`src/design/gpio_lcd_defs.vh`:
```
/*
 Register offsets, field widths and reset values for the two
 multi-function GPIO / LCD segment ports.
 Assumes APB byte addressing; every register is one aligned word.
*/
`ifndef GPIO_LCD_DEFS_VH
`define GPIO_LCD_DEFS_VH

// Printed offsets (register index); byte address is four times this
`define UPPER_OUT_LATCH_IDX     12'h007
`define UPPER_DIRECTION_IDX     12'h00d
`define LOWER_DIRECTION_IDX     12'h024
`define UPPER_SEG_SELECT_IDX    12'hfa0
`define LOWER_SEG_SELECT_IDX    12'hfa1
// No printed offset for the lower latch; chosen index
`define LOWER_OUT_LATCH_IDX     12'h008

`define ADDR_W                  14
`define PORT_W                  8
`define PORT_RESET              8'h00

`endif

```
`src/design/pin_sync2.v`:
```
/*
 Two-flop synchroniser for a bus of pin levels.
 Assumes inputs arrive asynchronously to core_clk_i.
*/
`timescale 1ns/10ps
module pin_sync2 #(
    parameter WIDTH = 8
) (
    // Clock and reset
    input  wire             core_clk_i,
    input  wire             sys_rst_i,
    // Data
    input  wire [WIDTH-1:0] async_i,
    output reg  [WIDTH-1:0] sync_o
);

reg [WIDTH-1:0] meta_r;

always @(posedge core_clk_i)
begin
    if (sys_rst_i)
    begin
        meta_r <= {WIDTH{1'b0}};
        sync_o <= {WIDTH{1'b0}};
    end
    else
    begin
        meta_r <= async_i;
        sync_o <= meta_r;
    end
end

endmodule // pin_sync2

```
`src/design/port_pin_ctrl.v`:
```
/*
 Per-pin function select for one 8-bit multi-function port:
 input, driven output, or LCD segment line. Registered pin outputs; read view is combinational.
 Assumes synchronised pin levels and segment levels on core_clk_i.
*/
`timescale 1ns/10ps
module port_pin_ctrl #(
    parameter WIDTH = 8
) (
    // Clock and reset
    input  wire             core_clk_i,
    input  wire             sys_rst_i,
    // Control
    input  wire [WIDTH-1:0] out_latch_i,
    input  wire [WIDTH-1:0] direction_i,
    input  wire [WIDTH-1:0] seg_select_i,
    input  wire [WIDTH-1:0] seg_level_i,
    input  wire [WIDTH-1:0] pin_sync_i,
    // Pins
    output reg  [WIDTH-1:0] pin_out_o,
    output reg  [WIDTH-1:0] pin_oe_o,
    // Read view
    output wire [WIDTH-1:0] read_data_o
);

// Input bits read pin, segment-only bits read 0, output bits the latch
assign read_data_o = (direction_i & out_latch_i)
                   | (~direction_i & ~seg_select_i
                      & pin_sync_i);

always @(posedge core_clk_i)
begin
    if (sys_rst_i)
    begin
        pin_out_o <= {WIDTH{1'b0}};
        pin_oe_o  <= {WIDTH{1'b0}};
    end
    else
    begin
        pin_oe_o  <= seg_select_i | direction_i;
        pin_out_o <= (seg_select_i & seg_level_i)
                   | (~seg_select_i & out_latch_i);
    end
end

endmodule // port_pin_ctrl

```
`src/design/dual_gpio_lcd_ports.v`:
```
/*
 Two 8-bit GPIO ports whose pins double as LCD segment lines,
 with latch, direction and segment-select registers on APB.
 Assumes a single 10 MHz core clock, synchronous active-high reset,
 and an external LCD driver supplying segment levels.
*/
// Implementation choice: the APB slave port.
`timescale 1ns/10ps
`include "gpio_lcd_defs.vh"
module dual_gpio_lcd_ports (
    // Clock and reset
    input  wire                core_clk_i,
    input  wire                sys_rst_i,
    // APB slave
    input  wire                psel_i,
    input  wire                penable_i,
    input  wire                pwrite_i,
    input  wire [`ADDR_W-1:0]  paddr_i,
    input  wire [31:0]         pwdata_i,
    input  wire [3:0]          pstrb_i,
    output reg  [31:0]         prdata_o,
    output reg                 pready_o,
    output reg                 pslverr_o,
    // LCD segment levels, line n at index n
    input  wire [15:0]         lcd_segment_i,
    // Upper port pins
    input  wire [`PORT_W-1:0]  upper_port_pin_i,
    output wire [`PORT_W-1:0]  upper_port_pin_o,
    output wire [`PORT_W-1:0]  upper_port_pin_oe_o,
    // Lower port pins
    input  wire [`PORT_W-1:0]  lower_port_pin_i,
    output wire [`PORT_W-1:0]  lower_port_pin_o,
    output wire [`PORT_W-1:0]  lower_port_pin_oe_o
);

function [`ADDR_W-1:0] byte_addr;
    input [11:0] idx;
    begin
        byte_addr = {idx, 2'b00};
    end
endfunction

// Reverse bit order: port bit 7 is the lowest segment line
function [`PORT_W-1:0] rev8;
    input [`PORT_W-1:0] v;
    integer k;
    begin
        for (k = 0; k < `PORT_W; k = k + 1)
            rev8[k] = v[`PORT_W-1-k];
    end
endfunction

reg  [`PORT_W-1:0] upper_port_out_latch_r;
reg  [`PORT_W-1:0] upper_port_direction_r;
reg  [`PORT_W-1:0] upper_port_segment_select_r;
reg  [`PORT_W-1:0] lower_port_out_latch_r;
reg  [`PORT_W-1:0] lower_port_direction_r;
reg  [`PORT_W-1:0] lower_port_segment_select_r;

wire [`PORT_W-1:0] upper_sync;
wire [`PORT_W-1:0] lower_sync;
wire [`PORT_W-1:0] upper_read;
wire [`PORT_W-1:0] lower_read;
wire [15:0]        seg_sync;

wire access_ph = psel_i & penable_i & ~pready_o;
wire wr_en     = access_ph & pwrite_i & pstrb_i[0];

wire hit_uo = (paddr_i == byte_addr(`UPPER_OUT_LATCH_IDX));
wire hit_ud = (paddr_i == byte_addr(`UPPER_DIRECTION_IDX));
wire hit_us = (paddr_i == byte_addr(`UPPER_SEG_SELECT_IDX));
wire hit_lo = (paddr_i == byte_addr(`LOWER_OUT_LATCH_IDX));
wire hit_ld = (paddr_i == byte_addr(`LOWER_DIRECTION_IDX));
wire hit_ls = (paddr_i == byte_addr(`LOWER_SEG_SELECT_IDX));
wire hit_any = hit_uo | hit_ud | hit_us | hit_lo | hit_ld | hit_ls;

reg [`PORT_W-1:0] rd_nxt;

always @*
begin
    rd_nxt = `PORT_RESET;
    if (hit_uo)
        rd_nxt = upper_read;
    else if (hit_lo)
        rd_nxt = lower_read;
    else if (hit_ud)
        rd_nxt = upper_port_direction_r;
    else if (hit_us)
        rd_nxt = upper_port_segment_select_r;
    else if (hit_ld)
        rd_nxt = lower_port_direction_r;
    else if (hit_ls)
        rd_nxt = lower_port_segment_select_r;
end

always @(posedge core_clk_i)
begin
    if (sys_rst_i)
    begin
        upper_port_out_latch_r      <= `PORT_RESET;
        upper_port_direction_r      <= `PORT_RESET;
        upper_port_segment_select_r <= `PORT_RESET;
        lower_port_out_latch_r      <= `PORT_RESET;
        lower_port_direction_r      <= `PORT_RESET;
        lower_port_segment_select_r <= `PORT_RESET;
    end
    else if (wr_en)
    begin
        if (hit_uo)
            upper_port_out_latch_r <= pwdata_i[`PORT_W-1:0];
        if (hit_lo)
            lower_port_out_latch_r <= pwdata_i[`PORT_W-1:0];
        if (hit_ud)
            upper_port_direction_r <= pwdata_i[`PORT_W-1:0];
        if (hit_us)
            upper_port_segment_select_r <= pwdata_i[`PORT_W-1:0];
        if (hit_ld)
            lower_port_direction_r <= pwdata_i[`PORT_W-1:0];
        if (hit_ls)
            lower_port_segment_select_r <= pwdata_i[`PORT_W-1:0];
    end
end

// One wait state: answer registered in the access phase
always @(posedge core_clk_i)
begin
    if (sys_rst_i)
    begin
        pready_o  <= 1'b0;
        pslverr_o <= 1'b0;
        prdata_o  <= 32'h00000000;
    end
    else
    begin
        pready_o  <= access_ph;
        pslverr_o <= access_ph & ~hit_any;
        if (access_ph & ~pwrite_i)
            prdata_o <= {24'h000000, rd_nxt};
        else
            prdata_o <= 32'h00000000;
    end
end

pin_sync2 #(.WIDTH(`PORT_W)) u_sync_upper (
    .core_clk_i (core_clk_i),
    .sys_rst_i  (sys_rst_i),
    .async_i    (upper_port_pin_i),
    .sync_o     (upper_sync)
);

pin_sync2 #(.WIDTH(`PORT_W)) u_sync_lower (
    .core_clk_i (core_clk_i),
    .sys_rst_i  (sys_rst_i),
    .async_i    (lower_port_pin_i),
    .sync_o     (lower_sync)
);

pin_sync2 #(.WIDTH(16)) u_sync_seg (
    .core_clk_i (core_clk_i),
    .sys_rst_i  (sys_rst_i),
    .async_i    (lcd_segment_i),
    .sync_o     (seg_sync)
);

port_pin_ctrl #(.WIDTH(`PORT_W)) u_upper (
    .core_clk_i   (core_clk_i),
    .sys_rst_i    (sys_rst_i),
    .out_latch_i  (upper_port_out_latch_r),
    .direction_i  (upper_port_direction_r),
    .seg_select_i (upper_port_segment_select_r),
    .seg_level_i  (rev8(seg_sync[15:8])),
    .pin_sync_i   (upper_sync),
    .pin_out_o    (upper_port_pin_o),
    .pin_oe_o     (upper_port_pin_oe_o),
    .read_data_o  (upper_read)
);

port_pin_ctrl #(.WIDTH(`PORT_W)) u_lower (
    .core_clk_i   (core_clk_i),
    .sys_rst_i    (sys_rst_i),
    .out_latch_i  (lower_port_out_latch_r),
    .direction_i  (lower_port_direction_r),
    .seg_select_i (lower_port_segment_select_r),
    .seg_level_i  (rev8(seg_sync[7:0])),
    .pin_sync_i   (lower_sync),
    .pin_out_o    (lower_port_pin_o),
    .pin_oe_o     (lower_port_pin_oe_o),
    .read_data_o  (lower_read)
);

endmodule // dual_gpio_lcd_ports

```
`config.mk`:
```
export PLATFORM = sky130hd
export DESIGN_NAME = dual_gpio_lcd_ports
export DESIGN_NICKNAME = d
export VERILOG_FILES = /design/src/design/pin_sync2.v /design/src/design/port_pin_ctrl.v /design/src/design/dual_gpio_lcd_ports.v
export VERILOG_INCLUDE_DIRS = /design/src /design/src/design
export SDC_FILE = /design/constraint.sdc
export NUM_CORES = 1
export LEC_CHECK = 0
export BUFFER_PORTS_ARGS = -buffer_cell sky130_fd_sc_hd__buf_4
export CAP_MARGIN = 20
export CORE_MARGIN = 2
export CORE_UTILIZATION = 30
export DETAILED_ROUTE_END_ITERATION = 8
export GPL_TIMING_DRIVEN = 0
export SYNTH_ARGS = -nofsm -noshare
export SYNTH_HDL_FRONTEND = slang
export SYNTH_HIERARCHICAL = 1
export SYNTH_SLANG_ARGS = --single-unit
```
`constraint.sdc`:
```
create_clock -name core_clk_i -period 4.01 [get_ports core_clk_i]
set_clock_uncertainty 0.2 [all_clocks]
set_input_delay 0.802 -clock core_clk_i [delete_from_list [all_inputs] [get_ports core_clk_i]]
set_output_delay 0.802 -clock core_clk_i [all_outputs]
set_load 0.01 [all_outputs]
```
==> key figures, run 1 <==
Synth
  – Synth area leaders: dfxtp_1 53%, mux2i_1 8.3%, nor2_1 4.2%
  – Seq/Total Area, Yosys: 0.530
  – Mapped Area: 0.00581 mm2
  – Area share of and/or/nand/nor cells after synthesis: 0.233
  – Ys Warns: 6
  – Register bit count reported by yosys: 154
  – Mux share of post-synthesis cell area: 0.0826
  – Dominant cell type by area after synthesis: dfxtp_1
  – Mean Syn Cell Area: 10.3 um2
  – Post-synthesis adder-cell area fraction: 0
  – Cell variety after synth: 43
  – Top cell type's share of synthesized area: 0.530
  – Cells after Synth: 565
  – Xor and xnor area share after synthesis: 0.00151
  – Compound-cell area share of the yosys netlist: 0.0884
  – Largest family of logic cells by synthesized area: simple AND/OR/NAND/NOR gates

Critical path
  – Reg2reg setup slack: 1.69 ns
  – Critical path required time: 4.13 ns
  – CP Data Arrival Time: 2.94 ns
  – Setup crit end kind: register
  – Type of the worst setup path: input port to register
  – CP startpoint kind: input port
  – CP Max Fanout: 10

STA
  – Tcrit/Tclk final: 0.703
  – Slew HR: 0.436
  – Setup TNS: 0 ns
  – Setup slack after layout: 1.19 ns
  – Final setup fails: 0
  – Final Hold Fails: 0
  – Max-slew violations: 0
  – Min cycle time layout: 2.82 ns
  – RSZ-0062 raised after global routing: false
  – Measured slew at the worst slew-check pin: 0.839 ns
  – Min Hold Slack: 0.233 ns
  – FMAX: 355 MHz

Clocking
  – Max H-tree Level: 4
  – Longest Clk Path Bufs: 2
  – Post-CTS Setup Inserts: 0
  – Clk sinks: 154
  – Clk root buf: clkbuf_16
  – Resize count post-CTS: 0
  – Worst-Skew Late Latency: 0.42 ns
  – Num CTS Buffers: 17
  – Hold Buf Count CTS: 0
  – CTS tree: yes
  – Worst-path clk slew: 0.06 ns

Detailed routing
  – Vias: 4277
  – Post-DRT Antenna Nets: 0
  – Drt via density: 4.36
  – Drt initial violations: 197
  – Pre-antenna DRT Iters: 4
  – Routed length per instance: 14.5 um
  – DRC viols: 0
  – WL final: 14200 um

Place
  – Dpl cell area: 0.00698 mm2
  – Port Buffer Count: 100
  – Dpl hpwl: 10600 um
  – GP Congestion: 0.862
  – Place WS: 0.866 ns
  – Placed cell count: 948

Power and ir drop
  – Lkg Pwr: 3.15 nW
  – Peak supply drop: 0.289 mV
  – Overall Power: 3.30 mW
  – Power Density: 437 mW/mm2

Flow run
  – Max-cap violations: 0

Layout
  – Final non-filler cell total: 981
  – Commonest non-fill, non-tap cell in the layout: dfxtp_1
  – Area of the multi-input gates: 0.00245 mm2
  – Fill count: 1916
  – Storage cell area: 0.00308 mm2
  – Final nets: 795
  – P&R area growth vs syn: 29.9%
  – Most frequent cells in the layout: 154 x dfxtp_1, 128 x buf_4, 65 x nor2_1, 48 x mux2i_1, 38 x nor2b_1
  – Layout Utilization: 0.401
  – Cell area after layout: 0.00755 mm2
  – Diodes inserted: 0
  – Layout cell share with drive strength beyond 1: 0.313

Floorplanning
  – Starting Density: 0.309
  – Chip height: 143 um
  – Core Rows: 50
  – DIE AREA: 0.0205 mm2
  – Die Width: 143 um
  – I/O pin cnt: 153
  – Core area: 0.0188 mm2

Worst hold path
  – Worst Hold Class: register to register

Global routing
  – First-pass GRT wire length: 22000 um
  – Pin count of the biggest net entering global routing: 27
  – Vias in the first global route: 4162
  – GR Overflow Total: 0
  – Total track usage: 0.144
  – Initial antenna violation count: 0

Status
  – Status: finished, final reports clean
## power by group
group | internal (mW) | switching (mW) | leakage, nW | total [mW]
clock network | 0.933 | 0.615 | 0.271 | 1.55
logic | 0.0954 | 0.0924 | 1.63 | 0.188
registers | 1.56 | 0.00723 | 1.25 | 1.57
total | 2.59 | 0.714 | 3.15 | 3.30
## final timing paths
path,cells after the start,endpoint,startpoint
worst max-delay path,6,prdata_o[7],paddr_i[1]
worst min-delay path,1,u_sync_upper/sync_o[1],u_sync_upper/meta_r[1]
worst max register to register,5,upper_port_direction_r[4],pready_o
worst min register to register,1,u_sync_upper/sync_o[1],u_sync_upper/meta_r[1]
## state kept, by name, summed over array words and instances (netlist names)
| name | cells |
|---|---|
| upper_port_out_latch_r | 8 |
| upper_port_segment_select_r | 8 |
| u_sync_lower/sync_o | 8 |
| u_sync_seg/meta_r | 16 |
| u_upper/pin_out_o | 8 |
| lower_port_segment_select_r | 8 |
| upper_port_direction_r | 8 |
| u_lower/pin_out_o | 8 |
| u_upper/pin_oe_o | 8 |
| u_lower/pin_oe_o | 8 |
| u_sync_upper/meta_r | 8 |
| prdata_o | 8 |
| pslverr_o | 1 |
| u_sync_seg/sync_o | 16 |
| lower_port_direction_r | 8 |
| u_sync_upper/sync_o | 8 |
| pready_o | 1 |
| lower_port_out_latch_r | 8 |
| u_sync_lower/meta_r | 8 |
## logic make-up (layout without fill, tap and decap cells)
| logic type | count (synthesis) | after routing |
|---|---|---|
| simple gates | 235 | 235 |
| flops | 154 | 154 |
| compound gates | 76 | 76 |
| buf+inv | 50 | 183 |
| mux | 48 | 48 |
| other cells | 1 | 24 |
| xor+xnor | 1 | 1 |
## per-layer routing
metal,vias to the layer above,global-route usage,part of all wire
li1,2162,-,-
met1,1981,0.184,0.46
met2,117,0.231,0.47
met3,17,0.0426,0.058
met4,0,0.0490,0.015
met5,-,0,0
## synth_stat cells (all sizes together)
cell / n
dfxtp: 154
nor2: 87
nor2b: 52
mux2i: 48
buf: 41
nand2: 37
a21oi: 28
a22o: 16
and2b: 12
nand3: 12
nand2b: 9
o21ai: 9
a2bb2oi: 8
clkbuf: 8
a31oi: 6
nor3: 6
o311ai: 5
nor4: 4
nor4b: 3
o2111ai: 3
nand4b: 2
nand4bb: 2
or3: 2
or4: 2
and3: 1
and4: 1
conb: 1
inv: 1
nand3b: 1
o32a: 1
or2: 1
or3b: 1
xnor2: 1
## layout make-up
class / count / area share
flip-flops and latches: 154 / 0.408
repair buffers: 101 / 0.100
plain buffers: 49 / 0.0485
inverters: 1 / 0.000497
clock inverters: 10 / 0.0157
well taps: 260 / 0.0431
clock buffers: 22 / 0.0601
multi-input cells: 384 / 0.324
## critical path, stage by stage
cell      delay (ns)
buf_4           0.12
or3_1           0.41
buf_2           0.23
nor4_2          0.76
o311ai_0        0.27
a31oi_1         0.33
(Power assumes the default switching activity.)
==> run 2, diff against run 1 <==
ABC_AREA = 1   (was default)
clock period = 2.5 ns   (was 4.01 ns; I/O delays follow)
==> run 2 against run 1 <==
Compared with the run above: sequential cell count did not move; power rose by 60%; critical path depth rose by 1; largest cell class unchanged; non-clock buffer count did not move; area after synthesis rose by 11%.
==> key figures, run 2 <==
Status
  – Status: finished, final reports clean

Power and ir drop
  – Pint: 4.11 mW
  – Switch share: 0.223
  – Peak supply drop: 0.449 mV
  – Lkg Pwr: 3.82 nW
  – Overall Power: 5.29 mW
  – Combinational power share: 0.061
  – Power Density: 646 mW/mm2
  – Switching power: 1.18 mW
  – Clock power frac: 0.463
  – Part of the power in registers: 0.476

Layout
  – Top flop regs: u_sync_seg/meta_r (16), u_sync_seg/sync_o (16)
  – Layout cell share with drive strength beyond 1: 0.231
  – Fill count: 2228
  – P&R area growth vs syn: 27.2%
  – Most frequent cells in the layout: 173 x inv_1, 154 x dfxtp_1, 130 x nand2_1, 128 x buf_4, 101 x nor2_1
  – Final nets: 1075
  – Diodes inserted: 0
  – Cell area after layout: 0.00818 mm2
  – Commonest non-fill, non-tap cell in the layout: inv_1

Synth
  – Post-synth top flop: dfxtp_1
  – Cell variety after synth: 28
  – Mean Syn Cell Area: 7.62 um2
  – Cells after Synth: 845
  – Number of enable flip-flop cells after synthesis: 0
  – Synth area leaders: dfxtp_1 48%, inv_1 10%, nand2_1 7.6%
  – Mapped Area: 0.00644 mm2
  – Dominant cell type by area after synthesis: dfxtp_1
  – Asr flop ratio synth: 0
  – Seq/Total Area, Yosys: 0.479
  – Top cell type's share of synthesized area: 0.479
  – Cell with the most instances after synthesis: inv_1
  – Ys Warns: 6
  – Post-synth top cells: 173 x inv_1, 154 x dfxtp_1, 130 x nand2_1
  – Register bit count reported by yosys: 154

Floorplanning
  – Core Rows: 53
  – Die Width: 150 um
  – Starting Density: 0.306
  – Core area: 0.0210 mm2
  – I/O pin cnt: 153
  – Chip height: 150 um
  – DIE AREA: 0.0226 mm2

Global routing
  – Global Route met2 Usage: 0.242
  – Busiest grt layer: met2
  – Met1 usage: 0.205
  – First-pass GRT wire length: 26400 um
  – Vias in the first global route: 5223
  – Initial antenna violation count: 0
  – Pin count of the biggest net entering global routing: 17
  – Total track usage: 0.154
  – Met3 Usage GRT: 0.0370
  – GR Overflow Total: 0

Clocking
  – Resize count post-CTS: 0
  – Longest Clk Path Bufs: 2
  – Worst-Skew Late Latency: 0.42 ns
  – CTS tree: yes
  – Clk root buf: clkbuf_16
  – Post-CTS Setup Inserts: 0
  – Num CTS Buffers: 17
  – Clk sinks: 154
  – Max H-tree Level: 4
  – Hold Buf Count CTS: 0
  – Worst-path clk slew: 0.06 ns

Detailed routing
  – Drt initial violations: 433
  – WL final: 16300 um
  – Drt via density: 4.23
  – Post-DRT Antenna Nets: 0
  – Vias: 5391
  – Pre-antenna DRT Iters: 4
  – DRC viols: 0
  – Routed length per instance: 12.8 um

Critical path
  – CP startpoint kind: input port
  – Critical path required time: 2.63 ns
  – Crit Reg-Reg Startpoint: pready_o
  – CP Max Fanout: 10
  – Type of the worst setup path: input port to register
  – Worst setup startpoint: sys_rst_i
  – Setup crit end kind: register
  – CP Data Arrival Time: 2.13 ns

STA
  – Tcrit/Tclk final: 0.800
  – Min cycle time layout: 2.00 ns
  – Final Hold Fails: 0
  – Slew HR: 0.585
  – Max-slew violations: 0
  – Final setup fails: 0
  – FMAX: 500 MHz
  – Min Hold Slack: 0.0738 ns
  – RSZ-0062 raised after global routing: false
  – Setup TNS: 0 ns
  – Measured slew at the worst slew-check pin: 0.622 ns

Place
  – Dpl cell area: 0.00762 mm2
  – Dpl hpwl: 12700 um
  – GP Congestion: 0.869
  – Port Buffer Count: 101

Worst hold path
  – Hold Startpoint: lcd_segment_i[15]
  – Worst Hold Class: input port to register

Flow run
  – Max-cap violations: 0
==> run 2: cell type report <==
type,instances,area (um2),share of cell area
clock buffer,19,433,0.0529
clock inverter,12,126,0.0154
multi-input combinational,488,2350,0.287
sequential,154,3080,0.377
timing repair buffer,101,758,0.0926
buffer,49,414,0.0506
tap,275,344,0.0420
inverter,177,674,0.0824
==> run 2: through the flow <==
step,util,instances,setup slack (ns)
global placement,0.363,1244,0.0466
global route,0.389,1275,0.332
floorplan,-,868,0.739
finish,0.389,1275,0.499
detailed placement,0.363,1244,0.0655
CTS,0.389,1275,0.506
==> run 2: per-layer routing <==
metal,vias up,share of wire
li1,2806,-
met1,2397,0.46
met2,158,0.45
met3,30,0.060
met4,0,0.021
met5,-,0
==> run 2: final timing paths <==
| kind | to | slack (ns) | cells after the start |
|---|---|---|---|
| setup / recovery | prdata_o[2] | 0.50 | 7 |
| hold / removal | u_sync_seg/meta_r[15] | 0.07 | 3 |
| setup reg to reg | lower_port_segment_select_r[5] | 0.63 | 6 |
| hold reg to reg | u_sync_seg/sync_o[3] | 0.20 | 2 |
==> run 2: cell families after synthesis <==
logic type | share of synthesized area
flip-flops | 0.479
AND/OR/NAND/NOR | 0.247
other | 0.000583
AO/OA/AOI/OAI | 0.104
buffers and inverters | 0.169
==> run 2: critical path: stages <==
cell,delay [ns]
buf_4,0.18
clkbuf_1,0.31
nor2_1,0.21
inv_1,0.08
nor2_1,0.41
o21ai_0,0.19
a21oi_1,0.23
==> run 2: power groups by stage <==
stage          Combinational, mW  Clock (mW)  Sequential, mW
2_1_floorplan              0.190           0            2.57
3_3_place_gp               0.322           0            2.57
3_5_place_dp               0.324           0            2.57
4_1_cts                    0.325        2.51            2.52
5_1_grt                    0.364        2.62            2.52
6_report                   0.322        2.45            2.52
